**config.mk**
```make
export PLATFORM = sky130hd
export DESIGN_NAME = usdp_datapath
export DESIGN_NICKNAME = d
export VERILOG_FILES = /design/src/hw/usdp_pkg.sv /design/src/hw/usdp_datapath.sv
export VERILOG_INCLUDE_DIRS = /design/src /design/src/hw
export SDC_FILE = /design/constraint.sdc
export NUM_CORES = 1
export LEC_CHECK = 0
export CAP_MARGIN = 30
export CORE_MARGIN = 4
export CORE_UTILIZATION = 60
export CTS_CLUSTER_DIAMETER = 30
export DETAILED_ROUTE_END_ITERATION = 6
export DONT_BUFFER_PORTS = 1
export PLACE_DENSITY = 0.8
export SLEW_MARGIN = 5
export SYNTH_ARGS = -nofsm -noshare
export SYNTH_HDL_FRONTEND = slang
export SYNTH_SLANG_ARGS = --single-unit
```
**constraint.sdc**
```tcl
create_clock -name core_clk -period 5.3 [get_ports core_clk]
set_clock_uncertainty 0.1 [all_clocks]
set_input_delay 0.795 -clock core_clk [delete_from_list [all_inputs] [get_ports core_clk]]
set_output_delay 0.795 -clock core_clk [all_outputs]
set_load 0.01 [all_outputs]
```
**src/hw/usdp_defs.svh**
```systemverilog
`ifndef USDP_DEFS_SVH
`define USDP_DEFS_SVH
// Register offsets on the plain register port
`define USDP_ADDR_DATA    3'h0
`define USDP_ADDR_CSA     3'h1
`define USDP_ADDR_CSB     3'h2
`define USDP_ADDR_CSC     3'h3
`define USDP_ADDR_BAUD_LO 3'h4
`define USDP_ADDR_BAUD_HI 3'h5
// ctrl_status_a fields
`define USDP_CSA_RXC      7
`define USDP_CSA_TXC      6
`define USDP_CSA_TX_BUFFER_EMPTY_FLAG     5
`define USDP_CSA_U2X      1
// ctrl_status_b fields
`define USDP_CSB_TX_COMPLETE_IRQ_EN    6
`define USDP_CSB_TX_BUFFER_EMPTY_IRQ_EN    5
`define USDP_CSB_RECEIVER_ENABLE     4
`define USDP_CSB_TRANSMITTER_ENABLE     3
`define USDP_CSB_SZ2      2
`define USDP_CSB_RX_NINTH_BIT     1
`define USDP_CSB_TX_NINTH_BIT     0
// ctrl_status_c fields
`define USDP_CSC_SYNC     6
`define USDP_CSC_PAR_EN   5
`define USDP_CSC_PAR_ODD  4
`define USDP_CSC_STOP2    3
`define USDP_CSC_SZ_HI    2
`define USDP_CSC_SZ_LO    1
// Reset values
`define USDP_RST_SZ       3'h3
`define USDP_RST_BAUD     12'h000
// Samples per bit as shift amounts (16 and 8), normal and double speed
`define USDP_OVS_SHIFT_N  4
`define USDP_OVS_SHIFT_2X 3
// Character size code for nine data bits
`define USDP_SZ_NINE      3'h7
`endif

```
**src/hw/usdp_pkg.sv**
```systemverilog
package usdp_pkg;
  // Transmit sequencer states
  typedef enum logic [2:0] {
    TX_IDLE  = 3'h0,
    TX_START = 3'h1,
    TX_DATA  = 3'h2,
    TX_PAR   = 3'h3,
    TX_STOP1 = 3'h4,
    TX_STOP2 = 3'h5
  } usdp_tx_state_e;
  // Receive sequencer states
  typedef enum logic [2:0] {
    RX_IDLE  = 3'h0,
    RX_START = 3'h1,
    RX_DATA  = 3'h2,
    RX_PAR   = 3'h3,
    RX_STOP  = 3'h4
  } usdp_rx_state_e;
endpackage

```
**src/hw/usdp_datapath.sv**
```systemverilog
`timescale 1ns/1ps
`include "usdp_defs.svh"
module usdp_datapath #(
  parameter int BAUD_W = 12
) (
  input  wire logic       core_clk,
  input  wire logic       resetn,
  input  wire logic [2:0] reg_addr,
  input  wire logic [7:0] reg_wdata,
  input  wire logic       reg_wr,
  input  wire logic       reg_rd,
  output logic      [7:0] reg_rdata,
  output logic            irq_tx_empty,
  output logic            irq_tx_complete,
  input  wire logic       irq_tx_complete_ack,
  input  wire logic       sync_clock_pin,
  input  wire logic       serial_in_pin,
  output logic            serial_out_pin,
  output logic            serial_out_oe,
  output logic            rx_pin_owned
);
  // ==========================================================
  // Helpers
  // Data bit count from the character size code
  function automatic logic [3:0] char_bits(input logic [2:0] code);
    char_bits = (code == `USDP_SZ_NINE) ? 4'h9 : (4'h5 + {2'h0, code[1:0]});
  endfunction
  // Mask of valid data bits
  function automatic logic [8:0] char_mask(input logic [3:0] n);
    char_mask = 9'h1FF >> (4'h9 - n);
  endfunction
  // Parity of the masked data, inverted for odd
  function automatic logic par_bit(input logic [8:0] d, input logic [3:0] n,
                                   input logic odd);
    par_bit = (^(d & char_mask(n))) ^ odd;
  endfunction

  // ==========================================================
  // Control registers
  logic              double_speed_sel_ff;    // Halved divisor
  logic              tx_complete_irq_en_ff;  // Complete request enable
  logic              tx_buffer_empty_irq_en_ff; // Empty request enable
  logic              receiver_enable_ff;     // Receiver on
  logic              transmitter_enable_ff;  // Transmitter on
  logic              tx_ninth_bit_ff;        // Ninth transmit bit
  logic              sync_mode_ff;           // Synchronous operation
  logic [1:0]        parity_mode_field_ff;   // Enable and odd select
  logic              stop2_ff;               // Two stop bits sent
  logic [2:0]        char_size_code_ff;      // Character size code
  logic [BAUD_W-1:0] baud_ff;                // Baud divider setting
  logic [3:0]        nbits;                  // Data bits per frame
  logic              wr_data;                // Data location write
  logic              rd_data;                // Data location read

  assign nbits   = char_bits(char_size_code_ff);
  assign wr_data = reg_wr && (reg_addr == `USDP_ADDR_DATA);
  assign rd_data = reg_rd && (reg_addr == `USDP_ADDR_DATA);

  // Software writes to control fields
  always_ff @(posedge core_clk) begin
    if (!resetn) begin
      double_speed_sel_ff       <= 1'b0;
      tx_complete_irq_en_ff     <= 1'b0;
      tx_buffer_empty_irq_en_ff <= 1'b0;
      receiver_enable_ff        <= 1'b0;
      transmitter_enable_ff     <= 1'b0;
      tx_ninth_bit_ff           <= 1'b0;
      sync_mode_ff              <= 1'b0;
      parity_mode_field_ff      <= 2'h0;
      stop2_ff                  <= 1'b0;
      char_size_code_ff         <= `USDP_RST_SZ;
      baud_ff                   <= `USDP_RST_BAUD;
    end else if (reg_wr) begin
      unique case (reg_addr)
        `USDP_ADDR_CSA: begin
          // Flag positions here are ignored on write, except TXC, where a one clears the complete flag
          double_speed_sel_ff <= reg_wdata[`USDP_CSA_U2X];
        end
        `USDP_ADDR_CSB: begin
          tx_complete_irq_en_ff     <= reg_wdata[`USDP_CSB_TX_COMPLETE_IRQ_EN];
          tx_buffer_empty_irq_en_ff <= reg_wdata[`USDP_CSB_TX_BUFFER_EMPTY_IRQ_EN];
          receiver_enable_ff        <= reg_wdata[`USDP_CSB_RECEIVER_ENABLE];
          transmitter_enable_ff     <= reg_wdata[`USDP_CSB_TRANSMITTER_ENABLE];
          char_size_code_ff[2]      <= reg_wdata[`USDP_CSB_SZ2];
          tx_ninth_bit_ff           <= reg_wdata[`USDP_CSB_TX_NINTH_BIT];
        end
        `USDP_ADDR_CSC: begin
          sync_mode_ff           <= reg_wdata[`USDP_CSC_SYNC];
          parity_mode_field_ff   <= reg_wdata[`USDP_CSC_PAR_EN:`USDP_CSC_PAR_ODD];
          stop2_ff               <= reg_wdata[`USDP_CSC_STOP2];
          char_size_code_ff[1:0] <= reg_wdata[`USDP_CSC_SZ_HI:`USDP_CSC_SZ_LO];
        end
        `USDP_ADDR_BAUD_LO: baud_ff[7:0] <= reg_wdata;
        `USDP_ADDR_BAUD_HI: baud_ff[BAUD_W-1:8] <= reg_wdata[BAUD_W-9:0];
        default: ;
      endcase
    end
  end

  // ==========================================================
  // Bit timing
  logic [BAUD_W+4:0] bit_period; // System clocks per sample
  logic              xck_q_ff;   // Previous clock pin level
  logic              xck_rise;   // Transmit change edge
  logic              xck_fall;   // Receive sample edge

  assign bit_period = {5'h00, baud_ff} + {{BAUD_W{1'b0}}, 5'h01};
  assign xck_rise   = sync_clock_pin && !xck_q_ff;
  assign xck_fall   = !sync_clock_pin && xck_q_ff;

  // Clock pin history for edge detection
  always_ff @(posedge core_clk) begin
    if (!resetn) xck_q_ff <= 1'b0;
    else         xck_q_ff <= sync_clock_pin;
  end

  // Full bit length in system clocks
  function automatic logic [BAUD_W+4:0] full_bit(input logic dbl,
                                                 input logic [BAUD_W+4:0] p);
    full_bit = dbl ? (p << `USDP_OVS_SHIFT_2X) : (p << `USDP_OVS_SHIFT_N);
  endfunction

  // ==========================================================
  // Transmitter
  usdp_pkg::usdp_tx_state_e tx_st_ff;
  logic [8:0]        txbuf_ff;       // Transmit buffer
  logic              txbuf_valid_ff; // Buffer holds unsent data
  logic [8:0]        txsh_ff;        // Transmit shift register
  logic [3:0]        tx_bit_ff;      // Data bits sent
  logic [BAUD_W+4:0] tx_cnt_ff;      // Bit timer
  logic              tx_on_ff;       // Transmitter owns the pin
  logic              tx_complete_flag_ff;
  logic              tx_tick;        // End of current bit
  logic              tx_load;        // Buffer moves to shifter
  logic              tx_frame_end;   // Last stop bit finished
  logic              tx_buffer_empty_flag;

  assign tx_buffer_empty_flag = !txbuf_valid_ff;
  assign tx_tick = sync_mode_ff ? xck_rise : (tx_cnt_ff == '0);
  assign tx_frame_end = tx_tick && ((tx_st_ff == usdp_pkg::TX_STOP2) ||
                        ((tx_st_ff == usdp_pkg::TX_STOP1) && !stop2_ff));
  assign tx_load = tx_on_ff && txbuf_valid_ff &&
                   ((tx_st_ff == usdp_pkg::TX_IDLE) || tx_frame_end);

  // Transmit buffer: data writes fill, shifter load empties
  always_ff @(posedge core_clk) begin
    if (!resetn) begin
      txbuf_ff       <= 9'h000;
      txbuf_valid_ff <= 1'b0;
    end else if (wr_data) begin
      // Upper bits dropped, ninth bit taken from control
      txbuf_ff <= {tx_ninth_bit_ff, reg_wdata} & char_mask(nbits);
      txbuf_valid_ff <= 1'b1;
    end else if (tx_load) begin
      txbuf_valid_ff <= 1'b0;
    end
  end

  // Frame sequencer
  always_ff @(posedge core_clk) begin
    if (!resetn) begin
      tx_st_ff  <= usdp_pkg::TX_IDLE;
      txsh_ff   <= 9'h000;
      tx_bit_ff <= 4'h0;
      tx_cnt_ff <= '0;
    end else begin
      tx_cnt_ff <= (tx_tick || tx_load) ?
                   full_bit(double_speed_sel_ff, bit_period) - 1'b1 : tx_cnt_ff - 1'b1;
      if (tx_load) begin
        tx_st_ff  <= usdp_pkg::TX_START;
        txsh_ff   <= txbuf_ff;
        tx_bit_ff <= 4'h0;
      end else if (tx_tick) begin
        unique case (tx_st_ff)
          usdp_pkg::TX_IDLE:  tx_st_ff <= usdp_pkg::TX_IDLE;
          usdp_pkg::TX_START: tx_st_ff <= usdp_pkg::TX_DATA;
          usdp_pkg::TX_DATA: begin
            // LSB first, one bit per tick
            txsh_ff   <= txsh_ff >> 1;
            tx_bit_ff <= tx_bit_ff + 4'h1;
            if (tx_bit_ff == nbits - 4'h1) begin
              tx_st_ff <= parity_mode_field_ff[1] ? usdp_pkg::TX_PAR
                                                  : usdp_pkg::TX_STOP1;
            end
          end
          usdp_pkg::TX_PAR:   tx_st_ff <= usdp_pkg::TX_STOP1;
          usdp_pkg::TX_STOP1: tx_st_ff <= stop2_ff ? usdp_pkg::TX_STOP2
                                                   : usdp_pkg::TX_IDLE;
          usdp_pkg::TX_STOP2: tx_st_ff <= usdp_pkg::TX_IDLE;
          default:            tx_st_ff <= usdp_pkg::TX_IDLE;
        endcase
      end
    end
  end

  // Parity of the frame in flight
  logic tx_par_ff;
  always_ff @(posedge core_clk) begin
    if (!resetn)      tx_par_ff <= 1'b0;
    else if (tx_load) tx_par_ff <= par_bit(txbuf_ff, nbits, parity_mode_field_ff[0]);
  end

  // Pin level and ownership
  always_ff @(posedge core_clk) begin
    if (!resetn) begin
      serial_out_pin <= 1'b1;
      serial_out_oe  <= 1'b0;
      tx_on_ff       <= 1'b0;
    end else begin
      // Off only once enable is low and nothing is pending
      tx_on_ff <= transmitter_enable_ff || (tx_on_ff &&
                  (txbuf_valid_ff || (tx_st_ff != usdp_pkg::TX_IDLE)));
      serial_out_oe <= tx_on_ff;
      unique case (tx_st_ff)
        usdp_pkg::TX_START: serial_out_pin <= 1'b0;
        usdp_pkg::TX_DATA:  serial_out_pin <= txsh_ff[0];
        usdp_pkg::TX_PAR:   serial_out_pin <= tx_par_ff;
        default:            serial_out_pin <= 1'b1;
      endcase
    end
  end

  // Transmit complete flag: set wins over either clear
  always_ff @(posedge core_clk) begin
    if (!resetn) begin
      tx_complete_flag_ff <= 1'b0;
    end else if (tx_frame_end && !txbuf_valid_ff) begin
      tx_complete_flag_ff <= 1'b1;
    end else if (irq_tx_complete_ack ||
                 (reg_wr && reg_addr == `USDP_ADDR_CSA && reg_wdata[`USDP_CSA_TXC])) begin
      tx_complete_flag_ff <= 1'b0;
    end
  end

  // Interrupt requests
  always_ff @(posedge core_clk) begin
    if (!resetn) begin
      irq_tx_empty    <= 1'b0;
      irq_tx_complete <= 1'b0;
    end else begin
      irq_tx_empty    <= tx_buffer_empty_irq_en_ff && tx_buffer_empty_flag;
      irq_tx_complete <= tx_complete_irq_en_ff && tx_complete_flag_ff;
    end
  end

  // ==========================================================
  // Receiver
  usdp_pkg::usdp_rx_state_e rx_st_ff;
  logic [8:0]        rxsh_ff;        // Receive shift register
  logic [3:0]        rx_bit_ff;      // Data bits taken
  logic [BAUD_W+4:0] rx_cnt_ff;      // Sample timer
  logic [8:0]        rxbuf_ff;       // Receive buffer
  logic              rx_complete_flag_ff; // Unread data present
  logic              rx_tick;        // Sample point
  logic              rx_store;       // First stop bit reached
  logic              rx_in;          // Serial input when owned

  assign rx_in    = receiver_enable_ff ? serial_in_pin : 1'b1;
  assign rx_tick  = sync_mode_ff ? xck_fall : (rx_cnt_ff == '0);
  assign rx_store = rx_tick && (rx_st_ff == usdp_pkg::RX_STOP);

  // Receive sequencer
  always_ff @(posedge core_clk) begin
    if (!resetn || !receiver_enable_ff) begin
      rx_st_ff  <= usdp_pkg::RX_IDLE;
      rxsh_ff   <= 9'h000;
      rx_bit_ff <= 4'h0;
      rx_cnt_ff <= '0;
    end else begin
      rx_cnt_ff <= (rx_cnt_ff == '0) ? '0 : rx_cnt_ff - 1'b1;
      unique case (rx_st_ff)
        usdp_pkg::RX_IDLE: begin
          rx_bit_ff <= 4'h0;
          if (sync_mode_ff ? (xck_fall && !rx_in) : !rx_in) begin
            // Async waits half a bit to confirm the start bit
            rx_st_ff  <= sync_mode_ff ? usdp_pkg::RX_DATA : usdp_pkg::RX_START;
            rx_cnt_ff <= full_bit(double_speed_sel_ff, bit_period) >> 1;
          end
        end
        usdp_pkg::RX_START: if (rx_tick) begin
          rx_st_ff  <= rx_in ? usdp_pkg::RX_IDLE : usdp_pkg::RX_DATA;
          rx_cnt_ff <= full_bit(double_speed_sel_ff, bit_period) - 1'b1;
        end
        usdp_pkg::RX_DATA: if (rx_tick) begin
          rxsh_ff[rx_bit_ff] <= rx_in;
          rx_bit_ff <= rx_bit_ff + 4'h1;
          rx_cnt_ff <= full_bit(double_speed_sel_ff, bit_period) - 1'b1;
          if (rx_bit_ff == nbits - 4'h1) begin
            rx_st_ff <= parity_mode_field_ff[1] ? usdp_pkg::RX_PAR : usdp_pkg::RX_STOP;
          end
        end
        usdp_pkg::RX_PAR: if (rx_tick) begin
          rx_st_ff  <= usdp_pkg::RX_STOP;
          rx_cnt_ff <= full_bit(double_speed_sel_ff, bit_period) - 1'b1;
        end
        // Back to idle on the first stop bit; a second one is line idle
        usdp_pkg::RX_STOP: if (rx_tick) rx_st_ff <= usdp_pkg::RX_IDLE;
        default: rx_st_ff <= usdp_pkg::RX_IDLE;
      endcase
    end
  end

  // Receive buffer: store wins over a same-cycle read
  always_ff @(posedge core_clk) begin
    if (!resetn || !receiver_enable_ff) begin
      rxbuf_ff            <= 9'h000;
      rx_complete_flag_ff <= 1'b0;
    end else if (rx_store) begin
      rxbuf_ff            <= rxsh_ff & char_mask(nbits);
      rx_complete_flag_ff <= 1'b1;
    end else if (rd_data) begin
      rx_complete_flag_ff <= 1'b0;
    end
  end

  // ==========================================================
  // Read port, data one cycle after the strobe
  always_ff @(posedge core_clk) begin
    if (!resetn) begin
      reg_rdata    <= 8'h00;
      rx_pin_owned <= 1'b0;
    end else begin
      rx_pin_owned <= receiver_enable_ff;
      if (reg_rd) begin
        unique case (reg_addr)
          `USDP_ADDR_DATA: reg_rdata <= rxbuf_ff[7:0];
          `USDP_ADDR_CSA: reg_rdata <= {rx_complete_flag_ff, tx_complete_flag_ff,
                                        tx_buffer_empty_flag, 3'h0, double_speed_sel_ff, 1'b0};
          `USDP_ADDR_CSB: reg_rdata <= {1'b0, tx_complete_irq_en_ff,
                                        tx_buffer_empty_irq_en_ff, receiver_enable_ff,
                                        transmitter_enable_ff, char_size_code_ff[2],
                                        rxbuf_ff[8], tx_ninth_bit_ff};
          `USDP_ADDR_CSC: reg_rdata <= {1'b0, sync_mode_ff, parity_mode_field_ff,
                                        stop2_ff, char_size_code_ff[1:0], 1'b0};
          `USDP_ADDR_BAUD_LO: reg_rdata <= baud_ff[7:0];
          `USDP_ADDR_BAUD_HI: reg_rdata <= {{(16-BAUD_W){1'b0}}, baud_ff[BAUD_W-1:8]};
          default: reg_rdata <= 8'h00;
        endcase
      end
    end
  end
endmodule

```
==> results.sh, run 1 <==
export IMPL_drtPass1Iterations=7
export IMPL_fillers=970
export IMPL_route_vias_total=6700
export IMPL_synth_main_ff_cell="dfxtp_1"
export IMPL_grt_max_degree=83
export IMPL_post_cts_buffers=0
export IMPL_ir_drop_uv=229.0
export IMPL_layout_nets=891
export IMPL_synth_area_mm2=0.007382
export IMPL_hold_viol=0
export IMPL_ys_types=80
export IMPL_clk_pin_slew_ns=0.06
export IMPL_fmax_mhz=295.8
export IMPL_p_seq_share_pct=40.8
export IMPL_synth_nets=927
export IMPL_row_count=40
export IMPL_htree_levels=4
export IMPL_synth_edf_count=0
export IMPL_die_w_um=118.9
export IMPL_required_ns=5.49
export IMPL_rsz0062_at_grt="no"
export IMPL_fp_coreArea_mm2=0.01201
export IMPL_seq_area_frac_synth_pct=34.71
export IMPL_final_common_cell="dfxtp_1"
export IMPL_cts_buffers=17
export IMPL_synth_async_reset_ratio_pct=0
export IMPL_crit_fanout=27
export IMPL_cts_hold_buf=0
export IMPL_netlist_instances=893
export IMPL_cts_buffer_depth=2
export IMPL_ctsRootBufferMaster="clkbuf_16"
export IMPL_powerDensity_mw_per_mm2=328.8
export IMPL_drt_wl_total_mm=19.61
export IMPL_drive_above_1_share_pct=6.897
export IMPL_yosysWarnings=0
export IMPL_max_cap_violations=0
export IMPL_grt_use_total_pct=27.99
export IMPL_overflow=0
export IMPL_drc=0
export IMPL_outcome="completed"
export IMPL_grt_pass1_wl_mm=32.17
export IMPL_p_leak_nw=2.948
export IMPL_fin_setup_tns_ns=0
export IMPL_cts_tree="done"
export IMPL_critPathLaunchType="flip-flop"
export IMPL_critical_path_class="reg -> reg"
export IMPL_start_util_pct=61.46
export IMPL_setup_viol=0
export IMPL_hpwl_mm=14.15
export IMPL_antenna_left=0
export IMPL_syn2layout_area_growth_pct=7.729
export IMPL_maxSlewViolCount=0
export IMPL_switching_share_pct=27.06
export IMPL_tightest_slew_ns=0.9318
export IMPL_synth_seq_cells=128
export IMPL_layout_min_cycle_time_ns=3.380
export IMPL_diodes=0
export IMPL_synth_avg_cell_area_um2=8.267
export IMPL_dieArea_mm2=0.01414
export IMPL_place_congestion=0.9620
export IMPL_power_total_mw=2.615
export IMPL_clkPwrFrac_pct=44.9
export IMPL_p_comb_share_pct=14.3
export IMPL_p_int_mw=1.907
export IMPL_insertion_delay_ns=0.42
export IMPL_min_path_type="reg -> reg"
export IMPL_endpoint_kind="flip-flop"
export IMPL_viasPerCell=6.588
export IMPL_slew_headroom_pct=37.80
export IMPL_port_buffers=0
export IMPL_wl_per_cell_um=19.28
export IMPL_layout_common_cells="dfxtp_1 (128), nand2_1 (87), nor2_1 (76)"
export IMPL_cts_repair_resize_count=0
export IMPL_cts_sinks=128
export IMPL_die_h_um=118.9
export IMPL_io_pins=31
export IMPL_arrival_ns=3.57
export IMPL_switchingPower_mw=0.7074
export IMPL_holdWs_ns=0.3563
export IMPL_final_util_pct=66.21
export IMPL_drtIter0Drc=878
export IMPL_grt_pass1_vias=6270
export IMPL_timing_final_crit_share_pct=63.78
export IMPL_antenna_found_initial=0
final cells by class:
cell class / count / area [µm²] / share of cell area, %
inverter: 22 / 82.58 / 1.038
tap: 147 / 183.9 / 2.313
multi-input combinational: 683 / 4487 / 56.42
sequential: 128 / 2562 / 32.22
timing repair buffer: 5 / 37.54 / 0.4720
clock inverter: 12 / 132.6 / 1.668
clock buffer: 20 / 466.7 / 5.868
power by group through the flow:
stage | logic (mW) | clock network (mW) | registers (mW)
global placement | 0.355 | 0 | 1.08
detailed placement | 0.364 | 0 | 1.09
global route | 0.418 | 1.23 | 1.07
CTS | 0.373 | 1.18 | 1.07
floorplan | 0.314 | 0 | 1.07
finish | 0.374 | 1.17 | 1.07
per-layer routing:
| layer | wire (µm) | GRT usage, % | share of wire, % | vias to the layer above |
|---|---|---|---|---|
| met5 | 0 | 0 | 0 | - |
| met4 | 384 | 9.631 | 2.0 | 0 |
| met3 | 1605 | 6.505 | 8.2 | 43 |
| met2 | 8855 | 42.66 | 45 | 332 |
| met1 | 8764 | 39.04 | 45 | 3205 |
| li1 | - | - | - | 3120 |
Yosys cell counts (all sizes together) (4+ instances only):
| master | number | share of area, % |
|---|---|---|
| o211a | 13 | 1.8 |
| nor2b | 30 | 2.5 |
| nand2b | 15 | 1.3 |
| mux2i | 40 | 5.4 |
| and4 | 4 | 0.47 |
| a21oi | 46 | 3.2 |
| o221ai | 4 | 0.47 |
| ha | 16 | 2.7 |
| o211ai | 5 | 0.51 |
| nor2 | 76 | 3.9 |
| buf | 16 | 1.1 |
| o21ai | 39 | 2.7 |
| clkbuf | 44 | 2.3 |
| nand3 | 49 | 3.4 |
| nand3b | 7 | 0.71 |
| nor3 | 28 | 2.0 |
| and3 | 10 | 0.85 |
| or3 | 8 | 0.68 |
| dfxtp | 128 | 35 |
| a22oi | 12 | 1.2 |
| nand4 | 10 | 0.85 |
| nor4 | 12 | 1.1 |
| mux2 | 5 | 0.76 |
| a211oi | 7 | 0.71 |
| a31oi | 6 | 0.51 |
| inv | 22 | 1.1 |
| nor3b | 4 | 0.47 |
| and2 | 5 | 0.42 |
| xor2 | 24 | 2.8 |
| xnor2 | 33 | 3.9 |
| o22ai | 5 | 0.42 |
| a21boi | 23 | 2.3 |
| nand2 | 87 | 4.4 |
| o21a | 4 | 0.41 |
worst max-delay path, cell delays in order (launching register included):
cell and delay, ns:
dfxtp_1 0.93, inv_1 0.26, o32ai_1 0.40, o21ai_1 0.18
or4b_1 0.70, nor4b_2 0.32, xor2_1 0.25, a21oi_1 0.11
metrics by stage:
step,instances,instance area (µm²),setup WS [ns]
global route,1017,7953,1.633
floorplan,893,7382,2.630
finish,1017,7953,1.920
detailed placement,985,7353,1.994
CTS,1017,7953,1.957
global placement,985,7353,2.093
flip-flops by register name, summed over array words and instances (netlist names), 8 cells and up:
name	count
baud_ff	12
reg_rdata	8
rx_cnt_ff	17
rxbuf_ff	9
rxsh_ff	9
tx_cnt_ff	17
txbuf_ff	9
txsh_ff	9
logic make-up (layout without fill, tap and decap cells):
| family | count (synthesis) | count (layout) | share of synthesized area, % |
|---|---|---|---|
| simple gates | 363 | 363 | 25.54 |
| compound gates | 199 | 199 | 18.66 |
| fa+ha+maj | 16 | 16 | 2.712 |
| flops | 128 | 128 | 34.71 |
| mux | 47 | 47 | 6.796 |
| xor+xnor | 58 | 58 | 7.068 |
| buf+inv | 82 | 59 | 4.508 |
worst paths after layout:
kind         slack (ns)             to  cells past startpoint           startpoint
min                0.36    rxbuf_ff[0]                      2          rxbuf_ff[0]
max                1.92  tx_cnt_ff[16]                      7  double_speed_sel_ff
min reg2reg        0.36    rxbuf_ff[0]                      2          rxbuf_ff[0]
max reg2reg        1.92  tx_cnt_ff[16]                      7  double_speed_sel_ff
(Power assumes the default switching activity.)
==> run 2, diff against run 1 <==
CORE_UTILIZATION = 58   (was 60)
clock period = 2.75 ns   (was 5.3 ns; I/O delays follow)
==> results.sh, run 2 (synthesized netlist as in run 1, its figures left out) <==
export IMPL_power_total_mw=4.898
export IMPL_fillers=1023
export IMPL_critical_path_class="reg -> reg"
export IMPL_switching_share_pct=26.94
export IMPL_switchingPower_mw=1.320
export IMPL_final_util_pct=67.72
export IMPL_r2r_end="rx_cnt_ff[12]"
export IMPL_antenna_found_initial=0
export IMPL_die_w_um=120.8
export IMPL_hold_path_startpoint="sync_clock_pin"
export IMPL_grt_use_total_pct=27.04
export IMPL_tightest_slew_ns=0.6541
export IMPL_required_ns=3.01
export IMPL_min_path_type="in -> reg"
export IMPL_layout_nets=929
export IMPL_crit_slowest_cell="or4b_1"
export IMPL_hpwl_mm=13.85
export IMPL_max_stage_delay_ns=0.51
export IMPL_maxSlewViolCount=0
export IMPL_overflow=0
export IMPL_cts_sinks=128
export IMPL_io_pins=31
export IMPL_setup_viol=0
export IMPL_hold_path_depth=1
export IMPL_cts_buffer_depth=2
export IMPL_place_congestion=0.9450
export IMPL_route_vias_total=6642
export IMPL_ctsRootBufferMaster="clkbuf_16"
export IMPL_slew_headroom_pct=56.35
export IMPL_antenna_left=0
export IMPL_layout_min_cycle_time_ns=2.666
export IMPL_port_buffers=0
export IMPL_viasPerCell=6.184
export IMPL_drt_wl_total_mm=19.46
export IMPL_worstPathCellList="inv_1 > ha_1 > or4b_1 > nor4b_4 > a21oi_4 > or3_1 > or4_1 > nand3_1"
export IMPL_p_int_mw=3.578
export IMPL_final_common_cell="dfxtp_1"
export IMPL_grt_pass1_wl_mm=31.07
export IMPL_die_h_um=120.8
export IMPL_layout_top_registers="rx_cnt_ff: 17 flops, tx_cnt_ff: 17 flops, baud_ff: 12 flops"
export IMPL_layout_common_cells="dfxtp_1 (124), nand2_1 (87), nor2_1 (76)"
export IMPL_drtPass1Iterations=6
export IMPL_critPathLaunchType="flip-flop"
export IMPL_cp_top_family="simple AND/OR/NAND/NOR gates"
export IMPL_p_leak_nw=3.128
export IMPL_fin_setup_tns_ns=0
export IMPL_dieArea_mm2=0.01460
export IMPL_fmax_mhz=375.1
export IMPL_worst_r2r_path_depth=8
export IMPL_row_count=40
export IMPL_grt_pass1_vias=5946
export IMPL_fp_coreArea_mm2=0.01221
export IMPL_insertion_delay_ns=0.42
export IMPL_clkPwrFrac_pct=42.8
export IMPL_start_util_pct=60.45
export IMPL_holdWs_ns=0.01287
export IMPL_r2r_start="rx_cnt_ff[0]"
export IMPL_endpoint_kind="flip-flop"
export IMPL_cts_buffers=17
export IMPL_p_seq_share_pct=41.8
export IMPL_arrival_ns=2.93
export IMPL_drive_above_1_share_pct=11.37
export IMPL_timing_final_crit_share_pct=96.93
export IMPL_cp_buffers_inverters=1
export IMPL_regToRegSetupSlack_ns=0.08
export IMPL_wl_per_cell_um=18.11
export IMPL_crit_fanout=9
export IMPL_fin_ws_ns=0.08431
export IMPL_hold_viol=0
export IMPL_syn2layout_area_growth_pct=12.02
export IMPL_htree_levels=4
export IMPL_grt_max_degree=80
export IMPL_drtIter0Drc=802
export IMPL_max_cap_violations=0
export IMPL_clk_pin_slew_ns=0.05
export IMPL_cts_tree="done"
export IMPL_hold_end="xck_q_ff"
export IMPL_outcome="completed"
export IMPL_powerDensity_mw_per_mm2=592.3
export IMPL_drc=0
export IMPL_ir_drop_uv=475.9
export IMPL_p_comb_share_pct=15.4
export IMPL_preCtsSetupSlack_ns=-0.01356
export IMPL_diodes=0
export IMPL_startpoint="rx_cnt_ff[0]"
==> run 2: repair_timing <==
item / 4_1_cts / 5_1_grt
gates resized for setup: 1 / 13
gates cloned: 0 / 0
hold buffers: 1 / 0
setup buffers: 0 / 1
endpoints found under the hold margin: 4 / 0
pin swaps: 0 / 4
setup endpoints to repair: 2 / 16
==> run 2: how the worst max path moves through the flow <==
stage	slack, ns	depth (start not counted)	to
after floorplan	0.08	10	tx_cnt_ff[16]
after global placement	0.09	8	tx_cnt_ff[16]
after detailed placement	-0.01	8	rx_cnt_ff[16]
after CTS	0.04	10	tx_st_ff[2]
after global routing	-0.006	8	tx_cnt_ff[16]
final	0.08	8	rx_cnt_ff[12]
==> run 2: final cells by class <==
type / instances / area (µm²) / area share [%]
multi-input combinational: 683 / 4524 / 54.71
sequential: 128 / 2567 / 31.05
clock buffer: 21 / 460.4 / 5.568
timing repair buffer: 43 / 337.8 / 4.085
tap: 168 / 210.2 / 2.542
clock inverter: 9 / 86.33 / 1.044
inverter: 22 / 82.58 / 0.9986
==> run 2: through the flow <==
step / cell area (µm²) / cells
CTS: 8223 / 1073
finish: 8269 / 1074
global route: 8269 / 1074
floorplan: 7382 / 893
global placement: 7662 / 1042
detailed placement: 7662 / 1042
==> run 2: power by group through the flow <==
stage | Sequential (mW) | Combinational, mW | Clock [mW]
2_1_floorplan | 2.06 | 0.605 | 0
3_3_place_gp | 2.08 | 0.729 | 0
3_5_place_dp | 2.08 | 0.738 | 0
4_1_cts | 2.04 | 0.751 | 2.13
5_1_grt | 2.06 | 0.849 | 2.22
6_report | 2.05 | 0.753 | 2.10
==> run 2: worst reg2reg max path: stages, from the launching register on <==
cell and delay, ns:
dfxtp_1 0.32, inv_1 0.06, ha_1 0.19, or4b_1 0.51
nor4b_4 0.37, a21oi_4 0.16, or3_1 0.40, or4_1 0.41
nand3_1 0.09
==> run 2: per-layer routing <==
metal	part of all wire, %	vias to the layer above	global-route usage [%]	routed length [µm]
met4	1.9	0	9.278	378
met2	43	296	39.33	8368
met5	0	-	0	0
met1	46	3113	39.40	8991
met3	8.8	28	6.034	1715
li1	-	3205	-	-
